<file path="src/rct_pkg.sv">
package rct_pkg;

  // register byte addresses on the axi4-lite slave
  localparam logic [7:0] ADDR_CONTROL   = 8'h00;
  localparam logic [7:0] ADDR_CONFIG    = 8'h04;
  localparam logic [7:0] ADDR_RELOAD_LO = 8'h08;
  localparam logic [7:0] ADDR_RELOAD_HI = 8'h0C;
  localparam logic [7:0] ADDR_COUNT_LO  = 8'h10;
  localparam logic [7:0] ADDR_COUNT_HI  = 8'h14;

  // control register bit positions
  localparam int CTL_CAP_SEL = 0;
  localparam int CTL_CNT_SEL = 1;
  localparam int CTL_RUN     = 2;
  localparam int CTL_EXT_EN  = 3;
  localparam int CTL_EXT_FLG = 6;
  localparam int CTL_OVF_FLG = 7;

  // configuration register bit positions
  localparam int CFG_DOWN_EN = 0;
  localparam int CFG_TOG_OE  = 1;
  localparam int CFG_TOG_ST  = 2;
  localparam int CFG_CLK_LO  = 3;
  localparam int CFG_CLK_HI  = 4;

  // writable masks; reserved bits read zero
  localparam logic [7:0] CTL_MASK = 8'hCF;
  localparam logic [7:0] CFG_MASK = 8'h1F;

  // reset byte and counter end values
  localparam logic [7:0]  RST_BYTE  = 8'h00;
  localparam logic [15:0] CNT_ZERO  = 16'h0000;
  localparam logic [15:0] CNT_FULL  = 16'hFFFF;

  // clock select codes
  localparam logic [1:0] CLK_DIV12 = 2'b00;
  localparam logic [1:0] CLK_SYS   = 2'b01;
  localparam logic [1:0] CLK_EXT8  = 2'b10;
  localparam logic [1:0] CLK_DIV2  = 2'b11;

  // prescale divisors
  localparam logic [3:0] DIV_2  = 4'h2;
  localparam logic [3:0] DIV_8  = 4'h8;
  localparam logic [3:0] DIV_12 = 4'hC;

  // axi response codes
  localparam logic [1:0] RESP_OKAY   = 2'b00;
  localparam logic [1:0] RESP_SLVERR = 2'b10;

  // control register fields
  typedef struct packed {
    logic       ovf_flag;
    logic       ext_flag;
    logic [1:0] rsvd;
    logic       ext_en;
    logic       run;
    logic       cnt_sel;
    logic       cap_sel;
  } rct_ctl_t;

  // configuration register fields
  typedef struct packed {
    logic [2:0] rsvd;
    logic [1:0] clk_sel;
    logic       tog_state;
    logic       tog_oe;
    logic       down_en;
  } rct_cfg_t;

  // synchronised pin samples
  typedef struct packed {
    logic trig;
    logic cnt;
    logic ext_clk;
  } rct_pins_t;

endpackage

</file>
<file path="src/rct_timer.sv">
// Implementation choices: the AXI4-Lite register port and the placing of the registers.
`timescale 1ns/100ps
`default_nettype none
module rct_timer (
  input  wire logic        aclk,
  input  wire logic        aresetn,
  // axi4-lite slave
  input  wire logic [7:0]  s_axi_awaddr,
  input  wire logic        s_axi_awvalid,
  output logic             s_axi_awready,
  input  wire logic [31:0] s_axi_wdata,
  input  wire logic [3:0]  s_axi_wstrb,
  input  wire logic        s_axi_wvalid,
  output logic             s_axi_wready,
  output logic [1:0]       s_axi_bresp,
  output logic             s_axi_bvalid,
  input  wire logic        s_axi_bready,
  input  wire logic [7:0]  s_axi_araddr,
  input  wire logic        s_axi_arvalid,
  output logic             s_axi_arready,
  output logic [31:0]      s_axi_rdata,
  output logic [1:0]       s_axi_rresp,
  output logic             s_axi_rvalid,
  input  wire logic        s_axi_rready,
  // pins
  input  wire logic        external_trigger_pin,
  input  wire logic        count_input_pin,
  input  wire logic        ext_osc_clk,
  output logic             toggle_out,
  output logic             toggle_out_en,
  // system strobes
  output logic             irq_request,
  output logic             wrap_strobe
);
  // all module state
  typedef struct packed {
    rct_pkg::rct_ctl_t ctl;
    rct_pkg::rct_cfg_t cfg;
    logic [15:0]       count;
    logic [15:0]       reload;
    logic              aw_got;
    logic [7:0]        aw_addr;
    logic              w_got;
    logic [31:0]       w_data;
    logic [3:0]        w_strb;
    logic              bvalid;
    logic [1:0]        bresp;
    logic              rvalid;
    logic [31:0]       rdata;
    logic [1:0]        rresp;
    logic              wrap;
  } rct_state_t;

  rct_state_t st;
  rct_state_t next_st;

  rct_pkg::rct_pins_t pin_sync;  // synchronised levels
  rct_pkg::rct_pins_t pin_fall;  // one-cycle falling edges
  logic       div2_pulse;        // sys / 2
  logic       div12_pulse;       // sys / 12
  logic       ext8_pulse;        // ext osc / 8
  logic       timer_tick;        // selected timer clock
  logic       count_event;       // one count step
  logic       count_down;        // direction
  logic       trig_fall_ok;      // trigger edge usable
  logic       wr_fire;           // write takes effect
  logic       rd_fire;           // read accepted
  logic [7:0] wr_byte;           // low byte of write data
  logic [7:0] rd_byte;           // selected read byte
  logic       rd_hit;            // read address mapped
  logic       wr_hit;            // write address mapped

  rct_sync u_sync_trig (
    .aclk    (aclk),
    .aresetn (aresetn),
    .din     (external_trigger_pin),
    .sync    (pin_sync.trig),
    .fall    (pin_fall.trig)
  );

  rct_sync u_sync_cnt (
    .aclk    (aclk),
    .aresetn (aresetn),
    .din     (count_input_pin),
    .sync    (pin_sync.cnt),
    .fall    (pin_fall.cnt)
  );

  rct_sync u_sync_osc (
    .aclk    (aclk),
    .aresetn (aresetn),
    .din     (ext_osc_clk),
    .sync    (pin_sync.ext_clk),
    .fall    (pin_fall.ext_clk)
  );

  // prescaled enables; ext osc counted on its falls
  rct_prescale u_div2 (
    .aclk    (aclk),
    .aresetn (aresetn),
    .tick    (1'b1),
    .divisor (rct_pkg::DIV_2),
    .pulse   (div2_pulse)
  );

  rct_prescale u_div12 (
    .aclk    (aclk),
    .aresetn (aresetn),
    .tick    (1'b1),
    .divisor (rct_pkg::DIV_12),
    .pulse   (div12_pulse)
  );

  rct_prescale u_ext8 (
    .aclk    (aclk),
    .aresetn (aresetn),
    .tick    (pin_fall.ext_clk),
    .divisor (rct_pkg::DIV_8),
    .pulse   (ext8_pulse)
  );

  always_comb begin
    unique case (st.cfg.clk_sel)
      rct_pkg::CLK_DIV12: timer_tick = div12_pulse;
      rct_pkg::CLK_SYS:   timer_tick = 1'b1;
      rct_pkg::CLK_EXT8:  timer_tick = ext8_pulse;
      rct_pkg::CLK_DIV2:  timer_tick = div2_pulse;
    endcase
  end

  // timer clock or count pin falls
  assign count_event = st.ctl.run &&
                       (st.ctl.cnt_sel ? pin_fall.cnt : timer_tick);
  // direction from trigger level when down enabled
  assign count_down = st.cfg.down_en && !pin_sync.trig;
  // edge counts only with enable and no down mode
  assign trig_fall_ok = pin_fall.trig && st.ctl.ext_en &&
                        !st.cfg.down_en;

  // bus decode helpers
  assign wr_fire = st.aw_got && st.w_got && !st.bvalid;
  assign rd_fire = s_axi_arvalid && !st.rvalid;
  assign wr_byte = st.w_data[7:0];
  assign wr_hit  = (st.aw_addr <= rct_pkg::ADDR_COUNT_HI) &&
                   (st.aw_addr[1:0] == 2'b00);
  assign rd_hit  = (s_axi_araddr <= rct_pkg::ADDR_COUNT_HI) &&
                   (s_axi_araddr[1:0] == 2'b00);

  // read mux; reserved bits read zero
  always_comb begin
    unique case (s_axi_araddr)
      rct_pkg::ADDR_CONTROL:   rd_byte = st.ctl & rct_pkg::CTL_MASK;
      rct_pkg::ADDR_CONFIG:    rd_byte = st.cfg & rct_pkg::CFG_MASK;
      rct_pkg::ADDR_RELOAD_LO: rd_byte = st.reload[7:0];
      rct_pkg::ADDR_RELOAD_HI: rd_byte = st.reload[15:8];
      rct_pkg::ADDR_COUNT_LO:  rd_byte = st.count[7:0];
      rct_pkg::ADDR_COUNT_HI:  rd_byte = st.count[15:8];
      default:                 rd_byte = rct_pkg::RST_BYTE;
    endcase
  end

  // next state: bus, then counter events (hardware wins)
  always_comb begin
    next_st      = st;
    next_st.wrap = 1'b0;

    // address and data taken in either order
    if (s_axi_awvalid && !st.aw_got) begin
      next_st.aw_got  = 1'b1;
      next_st.aw_addr = s_axi_awaddr;
    end
    if (s_axi_wvalid && !st.w_got) begin
      next_st.w_got  = 1'b1;
      next_st.w_data = s_axi_wdata;
      next_st.w_strb = s_axi_wstrb;
    end

    // register write once both halves are here
    if (wr_fire) begin
      next_st.aw_got = 1'b0;
      next_st.w_got  = 1'b0;
      next_st.bvalid = 1'b1;
      next_st.bresp  = wr_hit ? rct_pkg::RESP_OKAY
                              : rct_pkg::RESP_SLVERR;
      if (st.w_strb[0]) begin
        unique case (st.aw_addr)
          rct_pkg::ADDR_CONTROL:
            next_st.ctl = wr_byte & rct_pkg::CTL_MASK;
          // writing toggle state forces the output
          rct_pkg::ADDR_CONFIG:
            next_st.cfg = wr_byte & rct_pkg::CFG_MASK;
          rct_pkg::ADDR_RELOAD_LO: next_st.reload[7:0]  = wr_byte;
          rct_pkg::ADDR_RELOAD_HI: next_st.reload[15:8] = wr_byte;
          rct_pkg::ADDR_COUNT_LO:  next_st.count[7:0]   = wr_byte;
          rct_pkg::ADDR_COUNT_HI:  next_st.count[15:8]  = wr_byte;
          default: ;
        endcase
      end
    end
    if (st.bvalid && s_axi_bready) begin
      next_st.bvalid = 1'b0;
    end

    // read answer one cycle after address
    if (rd_fire) begin
      next_st.rvalid = 1'b1;
      next_st.rdata  = {24'h000000, rd_byte};
      next_st.rresp  = rd_hit ? rct_pkg::RESP_OKAY
                              : rct_pkg::RESP_SLVERR;
    end
    if (st.rvalid && s_axi_rready) begin
      next_st.rvalid = 1'b0;
    end

    // counting; count events need run, trigger falls capture or reload even while stopped
    if (st.ctl.cap_sel) begin
      if (trig_fall_ok) begin
        next_st.reload       = st.count;
        next_st.ctl.ext_flag = 1'b1;
      end
      if (count_event) begin
        if (count_down) begin
          next_st.count = st.count - 16'h0001;
          if (st.count == rct_pkg::CNT_ZERO) begin
            next_st.ctl.ovf_flag = 1'b1;
            next_st.wrap         = 1'b1;
          end
        end else begin
          next_st.count = st.count + 16'h0001;
          if (st.count == rct_pkg::CNT_FULL) begin
            next_st.ctl.ovf_flag = 1'b1;
            next_st.wrap         = 1'b1;
          end
        end
      end
    end else begin
      if (count_event) begin
        if (count_down) begin
          // match on reload value, load FFFF
          if (st.count == st.reload) begin
            next_st.count        = rct_pkg::CNT_FULL;
            next_st.ctl.ovf_flag = 1'b1;
            next_st.wrap         = 1'b1;
          end else begin
            next_st.count = st.count - 16'h0001;
          end
        end else begin
          if (st.count == rct_pkg::CNT_FULL) begin
            next_st.count        = st.reload;
            next_st.ctl.ovf_flag = 1'b1;
            next_st.wrap         = 1'b1;
          end else begin
            next_st.count = st.count + 16'h0001;
          end
        end
      end
      // trigger fall reloads too, sets external flag
      if (trig_fall_ok) begin
        next_st.count        = st.reload;
        next_st.ctl.ext_flag = 1'b1;
      end
      // external flag acts as 17th bit on wraps
      if (next_st.wrap) begin
        next_st.ctl.ext_flag = ~st.ctl.ext_flag;
      end
    end

    // toggle output flips on every wrap while tog_oe is set
    if (next_st.wrap && st.cfg.tog_oe) begin
      next_st.cfg.tog_state = ~next_st.cfg.tog_state;
    end
  end

  // flags only change through writes or events above
  always_ff @(posedge aclk) begin
    if (!aresetn) begin
      st <= '0;
    end else begin
      st <= next_st;
    end
  end

  // handshake outputs
  assign s_axi_awready = !st.aw_got;
  assign s_axi_wready  = !st.w_got;
  assign s_axi_bvalid  = st.bvalid;
  assign s_axi_bresp   = st.bresp;
  assign s_axi_arready = !st.rvalid;
  assign s_axi_rvalid  = st.rvalid;
  assign s_axi_rdata   = st.rdata;
  assign s_axi_rresp   = st.rresp;

  // toggle state bit is the pin level
  assign toggle_out    = st.cfg.tog_state;
  assign toggle_out_en = st.cfg.tog_oe;
  // request is level; the interrupt controller masks it
  assign irq_request   = st.ctl.ovf_flag |
                         (st.ctl.ext_flag & st.ctl.cap_sel) |
                         (st.ctl.ext_flag & st.ctl.ext_en &
                          !st.cfg.down_en);
  // wrap strobe for converter and uart scheduling
  assign wrap_strobe   = st.wrap;
endmodule
`default_nettype wire

</file>
<file path="src/rct_sync.sv">
`timescale 1ns/100ps
`default_nettype none
// two-flop synchroniser, one per pin, plus a delayed copy for edges
module rct_sync (
  input  wire logic aclk,
  input  wire logic aresetn,
  input  wire logic din,
  output logic      sync,
  output logic      fall
);
  // state: first stage, second stage, previous sample
  typedef struct packed {
    logic s1;
    logic s2;
    logic s3;
  } rct_sync_t;

  rct_sync_t st;
  rct_sync_t next_st;

  // shift chain; only s2 feeds s3, s1 is read by s2 alone
  always_comb begin
    next_st    = st;
    next_st.s1 = din;
    next_st.s2 = st.s1;
    next_st.s3 = st.s2;
  end

  // idle-high reset avoids a false fall after release
  always_ff @(posedge aclk) begin
    if (!aresetn) begin
      st <= 3'b111;
    end else begin
      st <= next_st;
    end
  end

  assign sync = st.s2;
  // falling edge from successive samples
  assign fall = st.s3 & ~st.s2;
endmodule
`default_nettype wire

</file>
<file path="src/rct_prescale.sv">
`timescale 1ns/100ps
`default_nettype none
// divide-by-n enable pulse generator from a tick input
module rct_prescale (
  input  wire logic       aclk,
  input  wire logic       aresetn,
  input  wire logic       tick,
  input  wire logic [3:0] divisor,
  output logic            pulse
);
  typedef struct packed {
    logic [3:0] cnt;
  } rct_pre_t;

  rct_pre_t st;
  rct_pre_t next_st;

  // count ticks, wrap at divisor minus one
  always_comb begin
    next_st = st;
    if (tick) begin
      if (st.cnt == divisor - 4'h1) begin
        next_st.cnt = 4'h0;
      end else begin
        next_st.cnt = st.cnt + 4'h1;
      end
    end
  end

  always_ff @(posedge aclk) begin
    if (!aresetn) begin
      st <= '0;
    end else begin
      st <= next_st;
    end
  end

  assign pulse = tick && (st.cnt == divisor - 4'h1);
endmodule
`default_nettype wire

</file>
<file path="config.mk">
export PLATFORM = sky130hd
export DESIGN_NAME = rct_timer
export DESIGN_NICKNAME = d
export VERILOG_FILES = /design/src/rct_pkg.sv /design/src/rct_timer.sv /design/src/rct_sync.sv /design/src/rct_prescale.sv
export SDC_FILE = /design/constraint.sdc
export NUM_CORES = 1
export LEC_CHECK = 0
export BUFFER_PORTS_ARGS = -buffer_cell sky130_fd_sc_hd__buf_4
export CORE_MARGIN = 2
export CORE_UTILIZATION = 50
export CTS_CLUSTER_SIZE = 24
export DETAILED_ROUTE_END_ITERATION = 7
export HOLD_SLACK_MARGIN = 0.08
export MAX_ROUTING_LAYER = met4
export PLACE_DENSITY = 0.72
export SYNTH_ARGS = -nofsm -noshare
export SYNTH_HDL_FRONTEND = slang
export SYNTH_SLANG_ARGS = --single-unit
</file>
<file path="constraint.sdc">
create_clock -name aclk -period 4.5 [get_ports aclk]
set_input_delay 0.225 -clock aclk [delete_from_list [all_inputs] [get_ports aclk]]
set_output_delay 0.225 -clock aclk [all_outputs]
set_load 0.01 [all_outputs]
</file>
Word level (Yosys, flattened, before mapping)
Index checks and enable logic that the tools add are counted.
{"block": "classes", "eq_ne": 18, "shift": 0, "magnitude_cmp": 2, "div": 0, "n_addsub": 5, "n_reduce_logical": 34, "bitwise": 14, "muxes": 45, "mul": 0}
{"cell": "16-bit 2-to-1 mux", "n": 10}
{"cell": "49-bit 2-to-1 mux", "n": 1}
{"cell": "48-bit 2-to-1 mux", "n": 1}
{"cell": "8-bit case mux with 6 select lines", "n": 1}
{"cell": "8-bit 2-to-1 mux", "n": 5}
{"cell": "8-bit by 4-bit == test with 1-bit output (second input constant)", "n": 4}
{"cell": "8-bit by 5-bit == test with 1-bit output (second input constant)", "n": 4}
{"cell": "1-bit 2-to-1 mux", "n": 20}
{"cell": "16-bit by 1-bit adder with 16-bit output (second input constant)", "n": 1}
{"cell": "16-bit == test", "n": 1}
{"cell": "16-bit == test (second input constant)", "n": 1}
{"cell": "8-bit by 3-bit == test with 1-bit output (second input constant)", "n": 2}
{"cell": "8-bit by 5-bit <= comparator with 1-bit output (second input constant)", "n": 2}
{"cell": "16-bit zero test", "n": 1}
{"cell": "8-bit zero test", "n": 2}
{"cell": "16-bit by 1-bit subtractor with 16-bit output (second input constant)", "n": 1}
{"cell": "1-bit logical AND", "n": 15}
{"cell": "4-bit by 1-bit adder with 4-bit output (second input constant)", "n": 3}
{"cell": "2-bit OR reduction", "n": 5}
{"cell": "9-bit 2-to-1 mux", "n": 1}
{"cell": "1-bit AND", "n": 6}
{"cell": "1-bit zero test", "n": 6}
{"cell": "2-bit zero test", "n": 3}
{"cell": "2-bit 2-to-1 mux", "n": 3}
{"cell": "11 further kinds", "n": 19}
{"block": "word_totals", "n_memories": 0, "output_inout_bits": 45, "ram_bits": 0, "mem_bits_ro": 0, "latchBits": 0, "register_bits": 98, "word_cells": 153}

Logic depth before layout (Yosys ltp)
Gate-level depths: netlist of the first run.
{"block": "depth", "word_depth": 11, "depth_mapped": 10, "ltp_nobuf": 8}

Cells and area by module
A second synthesis of the first run with hierarchy kept.
{"block": "unflattened", "cells_unflattened": 705, "area_unflattened_um2": 6062.1}
{"module": "rct_timer", "seq_area_each_um2": 1501.4, "n_inst": 1, "area_each_um2": 4977.3, "cells_each": 597}
{"module": "rct_prescale", "seq_area_each_um2": 80.1, "n_inst": 3, "area_each_um2": 276.5, "cells_each": 29}
{"module": "rct_sync", "seq_area_each_um2": 60.1, "n_inst": 3, "area_each_um2": 85.1, "cells_each": 7}

Least setup slack after synthesis of the first run
OpenSTA, ideal clock, no wires.
{"block": "synth_path", "kind": "register -> register", "from": "reg st[81] in the netlist's numbering", "to": "reg st[105] in the netlist's numbering", "setup_slack_ps": 2233, "synth_period_minus_slack_ps": 2267, "setup_time_ps": 58, "stages_incl_launch_ff": 9, "t_required_ps": 4442, "path_buffers": 2, "arrival_ps": 2209, "cell_sequence": "dfxtp_1 or4b_4 buf_6 or4_4 buf_6 mux2i_1 and3_1 a311oi_1 o21a_1"}
{"block": "synth_between", "elab_chain_len": 7, "word_cells_on_any_way": 8, "cone_classes": "1 x eq/ne; 7 x mux"}
{"element": "start, declared", "line": "rct_timer.sv:54", "text": "rct_state_t st;"}
{"element": "start signal, assigned", "line": "rct_timer.sv:279", "text": "st <= next_st;"}
{"element": "8-bit by 5-bit == test with 1-bit output *", "line": "rct_timer.sv:186", "text": "unique case (st.aw_addr)"}
{"element": "8-bit 2-to-1 mux *", "line": "rct_timer.sv:186"}
{"element": "48-bit 2-to-1 mux *", "line": "rct_timer.sv:185", "text": "if (st.w_strb[0]) begin"}
{"element": "49-bit 2-to-1 mux *", "line": "rct_timer.sv:179", "text": "if (wr_fire) begin"}
{"element": "16-bit 2-to-1 mux", "line": "rct_timer.sv:237", "text": "if (count_event) begin"}
{"element": "16-bit 2-to-1 mux", "line": "rct_timer.sv:258", "text": "if (trig_fall_ok) begin"}
{"element": "16-bit 2-to-1 mux *", "line": "rct_timer.sv:216", "text": "if (st.ctl.cap_sel) begin"}
Every way passes the cells marked *; elsewhere a longest branch is shown, timed or not.
A chain may end at the register's enable or synchronous reset.

Worst setup path in the final report of the first run
{"block": "layout_path", "from": "reg st[103] in the netlist's numbering", "to": "reg st[103] in the netlist's numbering"}
{"block": "layout_between", "elab_chain_len": 6, "word_cells_on_any_way": 15, "cone_classes": "2 x add/sub; 2 x eq/ne; 11 x mux"}
{"element": "16-bit by 1-bit adder with 16-bit output (tied with other cells)", "line": "rct_timer.sv:229, rct_timer.sv:253"}
{"element": "16-bit 2-to-1 mux (tied with other cells)", "line": "rct_timer.sv:248", "text": "if (st.count == rct_pkg::CNT_FULL) begin"}
{"element": "16-bit 2-to-1 mux / 49-bit 2-to-1 mux (equally long branches)", "line": "rct_timer.sv:238, rct_timer.sv:179"}
{"element": "16-bit 2-to-1 mux", "line": "rct_timer.sv:237"}
{"element": "16-bit 2-to-1 mux", "line": "rct_timer.sv:258"}
{"element": "16-bit 2-to-1 mux *", "line": "rct_timer.sv:216"}
Marked as above.

==> impl_results.md, run 1 <==
* Worst slew pin tran at roughly 1 ns
* Cell Chain, Critical Path: nand4_1, nor4_4, nand4_1, o211ai_1, o21ai_0, a221oi_1
* Die height at 116 microns
* Sequential area share after synthesis at between 30% and 40%
* DR iter-0 viols at just over 700
* Post-synth top cells: 96 x dfxtp_1, 90 x nand2_1, 72 x nor2_1
* Status: finished, final reports clean
* Insertion delay to the later sink of the worst-skew pair at roughly 0.36 ns
* PwrDens at about 280 nW/um^2
* Gr ovfl total at 0
* CP arrival at about 3.3 ns
* Die Area at around 13,000 sq um
* Synthesized area per cell at between 7 and 8 sq um
* Compound-Gate Fraction of Synth Area at 19.9%
* First-pass GRT wire length at roughly 30,000 microns
* RSZ-0062 raised after global routing: no
* Clock power frac at 45.0%
* Synth Area in Adders at about 1.2%
* Routability congestion estimate at slightly above 1
* M1 WL at 7990 microns
* Most common cell in the netlist: dfxtp_1
* Seq pwr share at between 40% and 50%
* Nets@finish at around 860
* Reg-to-Reg Start: st[103]$_SDFF_PN0_
* Post-synthesis mux area share at roughly 8.9%
* Terminus of the critical flop-to-flop path: st[103]$_SDFF_PN0_
* Cell taking the most area after synthesis: dfxtp_1
* Hold Crit Depth at 3
* Initial antenna violation count at 0
* CTS Buf Count at 9
* Setup Crit Path Kind: reg -> reg
* Fin. Hold Viols at 0
* Net Sw Frac at between 20% and 30%
* VDD IR max at between 300 and 400 uV
* Metal3 WL at 1590 microns
* Area Overhead vs Synth at 9.05%
* Prevailing post-synth register cell: dfxtp_1
* Root Buffer: clkbuf_16
* H-Tree Depth at 3
* Vias post-DR at around 6,200
* Simple-gate share of the synthesized area at roughly a quarter
* Internal at approximately 0.0014 W
* Relative slew slack at about 33%
* Antenna viol nets, final at 0
* Max Cap Viol at 0
* Initial Util at approximately half
* Synth async-reset ratio at 0%
* ANT cells at 0
* Min-delay src: s_axi_awaddr[1]
* Clock sinks at 96
* Fin crit share at around 70%
* Core ar. at around 12,000 sq um
* Syn. warnings at 0
* Final WL at 19,000 microns
* Synth top area cells: dfxtp_1 31%, mux2i_1 6.8%, nand2_1 5.4%
* Reg2Reg Depth at 6
* Largest family of logic cells by synthesized area: simple AND/OR/NAND/NOR gates
* Worst hold path type: in -> reg
* Xor and xnor area share after synthesis at 3.76%
* Crit path max-delay cell type: dfxtp_1
* Skew final at between 0.008 and 0.009 ns
* Post-synthesis instance total at approximately 800
* Maximum operating frequency at between 0.3 and 0.4 GHz
* Mapped Area at 6290 sq um
* Synth cell types at between 70 and 80
* Postcts setup bufs at 0
* Length of routed met2 wiring at 8760 microns
* Leak at 2.69 nW
* Layout cells sized above 1 at between 10% and 20%
* Fin crit period at between 3 and 4 ns
* HPWL after DPL at between 10,000 and 15,000 microns
* Remaining DRCs at 0
* Comb power frac at under 10%
* Worst path max stage delay at 0.76 ns
* Largest net degree at the start of global routing at 50
* Setup violators final at 0
* CP delay by family, top: simple AND/OR/NAND/NOR gates
* Vias per inst at roughly 6.4
* Hold Path Sink: st[77]$_SDFFE_PN0P_
* Psw at around 0.00045 W
* Overall routing resource usage at between 20% and 30%
* Max Transition Viols Final at 0
* Number of synthesized flops with an enable pin at 0
* CTS tree: built
* DR WL/cell at ~20 microns
* Flop2flop setup slack at between 1 and 1.5 ns
* CP Launch Type: flop
* Cell mode on critical path: nand4_1
* FF+latch count, synth at between 90 and 100
* Clk buf depth at 2
* First drt pass iteration count at 6
* Critical path buffers and inverters at 0
* Clk slew on worst S/H paths at 0.07 ns
* Port bufs at 53
* Final core occ at between 50% and 60%
* Worst Path Max Fanout at 18
* Vias in the first global route at 5,763
* CP endpoint kind: flop
* Final setup TNS at 0 ns
* Critical Path RT at 4.75 ns
* Io pins at between 100 and 150
* Die width at about 120 microns
* Yosys top cell area share at between 30% and 40%
* Highest Signal Layer: met4
* FP Rows at 40
## final cells by class
| class | count | area (sq um) |
|---|---|---|
| clock buffers | 12 | 246 |
| clock inverters | 4 | 76.3 |
| fillers | 1109 | 5300 |
| inverters | 19 | 71.3 |
| multi-input cells | 604 | 3850 |
| flip-flops and latches | 96 | 1920 |
| well taps | 168 | 210 |
| repair buffers | 63 | 483 |
## placed cells by master, fill, tap and decap left out, types with 7 or more instances in the layout
master      n
a22oi_1    11
or4_1       7
a221oi_1    8
or3_1       8
nand3_1    18
nor4_1     12
mux2i_1    43
a21oi_1    52
o21ai_0    25
o211ai_1   11
conb_1     26
nand2_1    90
dfxtp_1    96
nand2b_1   19
buf_4      59
xor2_1     17
nand4_1    16
a211oi_1   19
clkbuf_16   9
nor2b_1     8
xnor2_1    10
inv_1      18
a31oi_1    12
nor3_1     19
nor2_1     72
## how the worst max path moves through the flow
stage,cells after the start,startpoint,slack [ns],endpoint
global route,6,st[103]$_SDFF_PN0_,1.20,st[114]$_SDFF_PN0_
CTS,6,st[103]$_SDFF_PN0_,1.55,st[103]$_SDFF_PN0_
floorplan,8,st[81]$_SDFFE_PN0P_,2.23,st[105]$_SDFF_PN0_
global placement,6,st[103]$_SDFF_PN0_,1.66,st[106]$_SDFF_PN0_
detailed placement,6,st[103]$_SDFF_PN0_,1.55,st[103]$_SDFF_PN0_
finish,6,st[103]$_SDFF_PN0_,1.41,st[103]$_SDFF_PN0_
## tightest hold or removal path, delay by kind of cell
kind	cells	cell delay [ns]
AO/OA/AOI/OAI	1	0.05
buffers and inverters	1	0.11
AND/OR/NAND/NOR	1	0.04
## cell families (layout without fill, tap and decap cells)
kind of cell	Yosys count	count (layout)
flops	96	96
fa+ha+maj	6	6
simple gates	308	308
xor+xnor	27	27
other cells	1	26
mux	50	50
buf+inv	120	98
compound gates	187	187
## flip-flops by register name (all words and copies together), names as in the netlist
name,count
u_sync_trig.sync,1
toggle_out,1
st,60
s_axi_rresp,1
toggle_out_en,1
u_sync_cnt.st,1
u_sync_trig.next_st,1
s_axi_rdata,8
u_sync_osc.st,1
u_sync_trig.st,1
s_axi_bvalid,1
u_ext8.st,4
u_div2.st,4
u_sync_cnt.sync,1
u_sync_cnt.next_st,1
wrap_strobe,1
u_sync_osc.sync,1
u_sync_osc.next_st,1
u_div12.st,4
s_axi_bresp,1
s_axi_rvalid,1
## power groups by stage
stage          clock network, W  registers, W  logic (W)
2_1_floorplan                 0      0.000908   0.000110
3_3_place_gp                  0      0.000919   0.000129
3_5_place_dp                  0      0.000920   0.000134
4_1_cts                0.000861      0.000901   0.000137
5_1_grt                0.000890      0.000905   0.000153
6_report               0.000850      0.000902   0.000137
## timing repair
action	CTS	global route
gates resized for setup	0	0
hold buffers	4	0
endpoints found under the hold margin	4	0
## layer usage
layer  up-vias  global-route usage, %
li1       2826                      -
met1      2953                   36.5
met2       315                   47.1
met3        61                   6.95
met4         0                   13.4
met5         -                      -
## metrics by stage
step	instance area [sq um]	hold slack, ns	instances	setup WS, ns	power [W]
finish	6860	0.114	966	1.41	0.00189
global route	6860	0.120	966	1.20	0.00195
CTS	6860	0.108	966	1.55	0.00190
detailed placement	6490	0.401	946	1.55	0.00105
global placement	6490	0.394	946	1.66	0.00105
floorplan	6380	0.325	820	2.23	0.00102
(Power assumes the default switching activity.)
==> run 2, diff against run 1 <==
--- a/config.mk
+++ b/config.mk
@@ -12,7 +12,7 @@
 export DETAILED_ROUTE_END_ITERATION = 7
 export HOLD_SLACK_MARGIN = 0.08
 export MAX_ROUTING_LAYER = met4
-export PLACE_DENSITY = 0.72
+export PLACE_DENSITY = 0.75
 export SYNTH_ARGS = -nofsm -noshare
 export SYNTH_HDL_FRONTEND = slang
 export SYNTH_SLANG_ARGS = --single-unit
==> constraint.sdc (replaced) <==
create_clock -name aclk -period 2.55 [get_ports aclk]
set_input_delay 0.1275 -clock aclk [delete_from_list [all_inputs] [get_ports aclk]]
set_output_delay 0.1275 -clock aclk [all_outputs]
set_load 0.01 [all_outputs]
==> run 2 against run 1 <==
Clock power increased by 72%. Sequential share of layout area decreased by 2.6 points. Via count increased by 4.9%. Final area increased by 10%.
==> impl_results.md, run 2 (same netlist as run 1, synthesis figures left out) <==
* Status: finished, final reports clean
* Post-route cell area at 7570 sq um (+10%)
* Most common cell after layout, fill and taps aside: buf_4
* Final WL at 21,000 microns (+11%)
* Reg2Reg Depth at 8 (+2)
* Max Transition Viols Final at 0 (unchanged)
* Initial antenna violation count at 0 (unchanged)
* FP Rows at 40 (unchanged)
* Vias post-DR at 6,454 (+4.9%)
* Clk slew on worst S/H paths at 0.08 ns (about the same)
* Maximum operating frequency at 0.410 GHz (+27%)
* Port bufs at 53 (unchanged)
* PwrDens at 441 nW/um^2 (+60%)
* First drt pass iteration count at 5 (-1)
* Root Buffer: clkbuf_16
* Setup Crit Path Kind: reg -> reg
* Area Overhead vs Synth at 20.3%
* Clock sinks at 96 (unchanged)
* Worst slew pin tran at 0.696 ns (-0.308 ns)
* Worst hold path type: in -> reg
* CP endpoint kind: flop
* Vias per inst at 6.16 (-3.3%)
* H-Tree Depth at 3 (unchanged)
* Flip-flop count of the largest register after layout at 60 (unchanged)
* Largest Register: st
* Leak at 3.09 nW (+15%)
* Antenna viol nets, final at 0 (unchanged)
* Largest net degree at the start of global routing at 36 (-28%)
* Final setup TNS at 0 ns (unchanged)
* Routability congestion estimate at 0.987 (-2.7%)
* CP Launch Type: flop
* # fillers at 1,077 (-2.9%)
* Nets@finish at 942 (+9.4%)
* Relative slew slack at 53.5% (+21 points)
* Die Area at 13,500 sq um (unchanged)
* Gr ovfl total at 0 (unchanged)
* Fin. Hold Viols at 0 (unchanged)
* ANT cells at 0 (unchanged)
* Crit path max-delay cell type: or3b_2
* Flop2flop setup slack at 0.11 ns (-1.30 ns)
* Remaining DRCs at 0 (unchanged)
* Die width at 116 microns (unchanged)
* Core ar. at 12,200 sq um (unchanged)
* Layout cells sized above 1 at 18.1% (+5.9 points)
* Commonest non-fill, non-tap cells in the layout: 115 x buf_4, 96 x dfxtp_1, 90 x nand2_1, 71 x nor2_1, 52 x a21oi_1
* VDD IR max at 515 uV (+61%)
* Die height at 116 microns (unchanged)
* Overall routing resource usage at 33.4% (+3.5 points)
* Setup violators final at 0 (unchanged)
* DR iter-0 viols at 674 (-4.3%)
* Fin cells at 1,047 (+8.4%)
* Terminus of the critical flop-to-flop path: st[113]$_SDFF_PN0_
* Final core occ at 62.2% (+5.8 points)
* DR WL/cell at 20.1 microns (+2.0%)
* Worst path max stage delay at 0.52 ns (-0.24 ns)
* Cell Chain, Critical Path: inv_1, ha_1, or3b_2, nor4_1, a31oi_1, o32a_1, o21a_1, o32ai_1
* Reg-to-Reg Start: st[101]$_SDFF_PN0_
* First-pass GRT wire length at 33,000 microns (+10%)
* Min-delay src: s_axi_araddr[1]
* Critical Path RT at 2.82 ns (-1.93 ns)
* Vias in the first global route at 6,030 (+4.6%)
* Placed Area at 6960 sq um (+7.1%)
* HPWL after DPL at 15,600 microns (+16%)
* Insertion delay to the later sink of the worst-skew pair at 0.36 ns (about the same)
* Initial Util at 51.7% (unchanged)
* Fin crit share at 95.7% (+27 points)
* CP arrival at 2.71 ns (-0.63 ns)
* Fin crit period at 2.44 ns (-0.650 ns)
* Inst Count DP at 1,004 (+6.1%)
* Worst Path Max Fanout at 7 (-11)
* RSZ-0062 raised after global routing: no
* CTS Buf Count at 9 (unchanged)
* Hold Path Sink: s_axi_rdata[0]$_SDFFE_PN0P_
* Skew final at 0.00927 ns (+0.000952 ns)
* Clk buf depth at 2 (unchanged)
* Io pins at 107 (unchanged)
* Max Cap Viol at 0 (unchanged)
* Hold Crit Depth at 4 (+1)
* CTS tree: built
run 2: per-stage QoR:
step                power, W  setup slack, ns  hold WS (ns)
finish               0.00334            0.110         0.148
global route         0.00344           0.0256         0.183
CTS                  0.00335           0.0966         0.141
detailed placement   0.00187            0.137         0.314
global placement     0.00186            0.118         0.313
floorplan            0.00180            0.283         0.228
run 2: layout make-up:
class | count | area (sq um) | area share (%)
clock inverter | 7 | 95.1 | 1.26
multi-input combinational | 604 | 3870 | 51.1
timing repair buffer | 144 | 1170 | 15.5
inverter | 19 | 71.3 | 0.943
sequential | 96 | 1920 | 25.4
clock buffer | 9 | 225 | 2.98
tap | 168 | 210 | 2.78
run 2: repair_timing:
item                                    CTS  global route
hold buffers                             27             0
endpoints found under the setup margin    0            15
buffers inserted                          0             0
resized for setup                         0             3
hold endpoints to repair                 26             0
run 2: where the power goes:
group / switching, W / total, W / internal, W
registers: 0.0000512 / 0.00159 / 0.00154
clock network: 0.000671 / 0.00146 / 0.000792
logic: 0.000156 / 0.000285 / 0.000129
total: 0.000878 / 0.00334 / 0.00246
run 2: metal layers:
metal | vias to the layer above | GRT usage (%) | share of wire, %
li1 | 2996 | - | -
met1 | 3082 | 43.9 | 43
met2 | 325 | 51.3 | 45
met3 | 51 | 7.21 | 8.8
met4 | 0 | 11.0 | 3.3
met5 | - | - | 0
run 2: worst max-delay path by stage:
stage,from,endpoint,cells after the start
after CTS,u_ext8.st[0]$_SDFFE_PN0N_,st[104]$_SDFF_PN0_,8
after global routing,u_ext8.st[0]$_SDFFE_PN0N_,st[104]$_SDFF_PN0_,8
after floorplan,st[81]$_SDFFE_PN0P_,st[105]$_SDFF_PN0_,8
after detailed placement,u_ext8.st[0]$_SDFFE_PN0N_,st[104]$_SDFF_PN0_,8
final,st[101]$_SDFF_PN0_,st[113]$_SDFF_PN0_,8
after global placement,st[102]$_SDFF_PN0_,st[107]$_SDFF_PN0_,9
run 2: worst max-delay path, delay by kind of cell (launching register included):
kind	cells	cell delay, ns
flops	1	0.38
simple gates	2	0.86
fa+ha+maj	1	0.23
compound gates	4	0.77
buf+inv	1	0.10
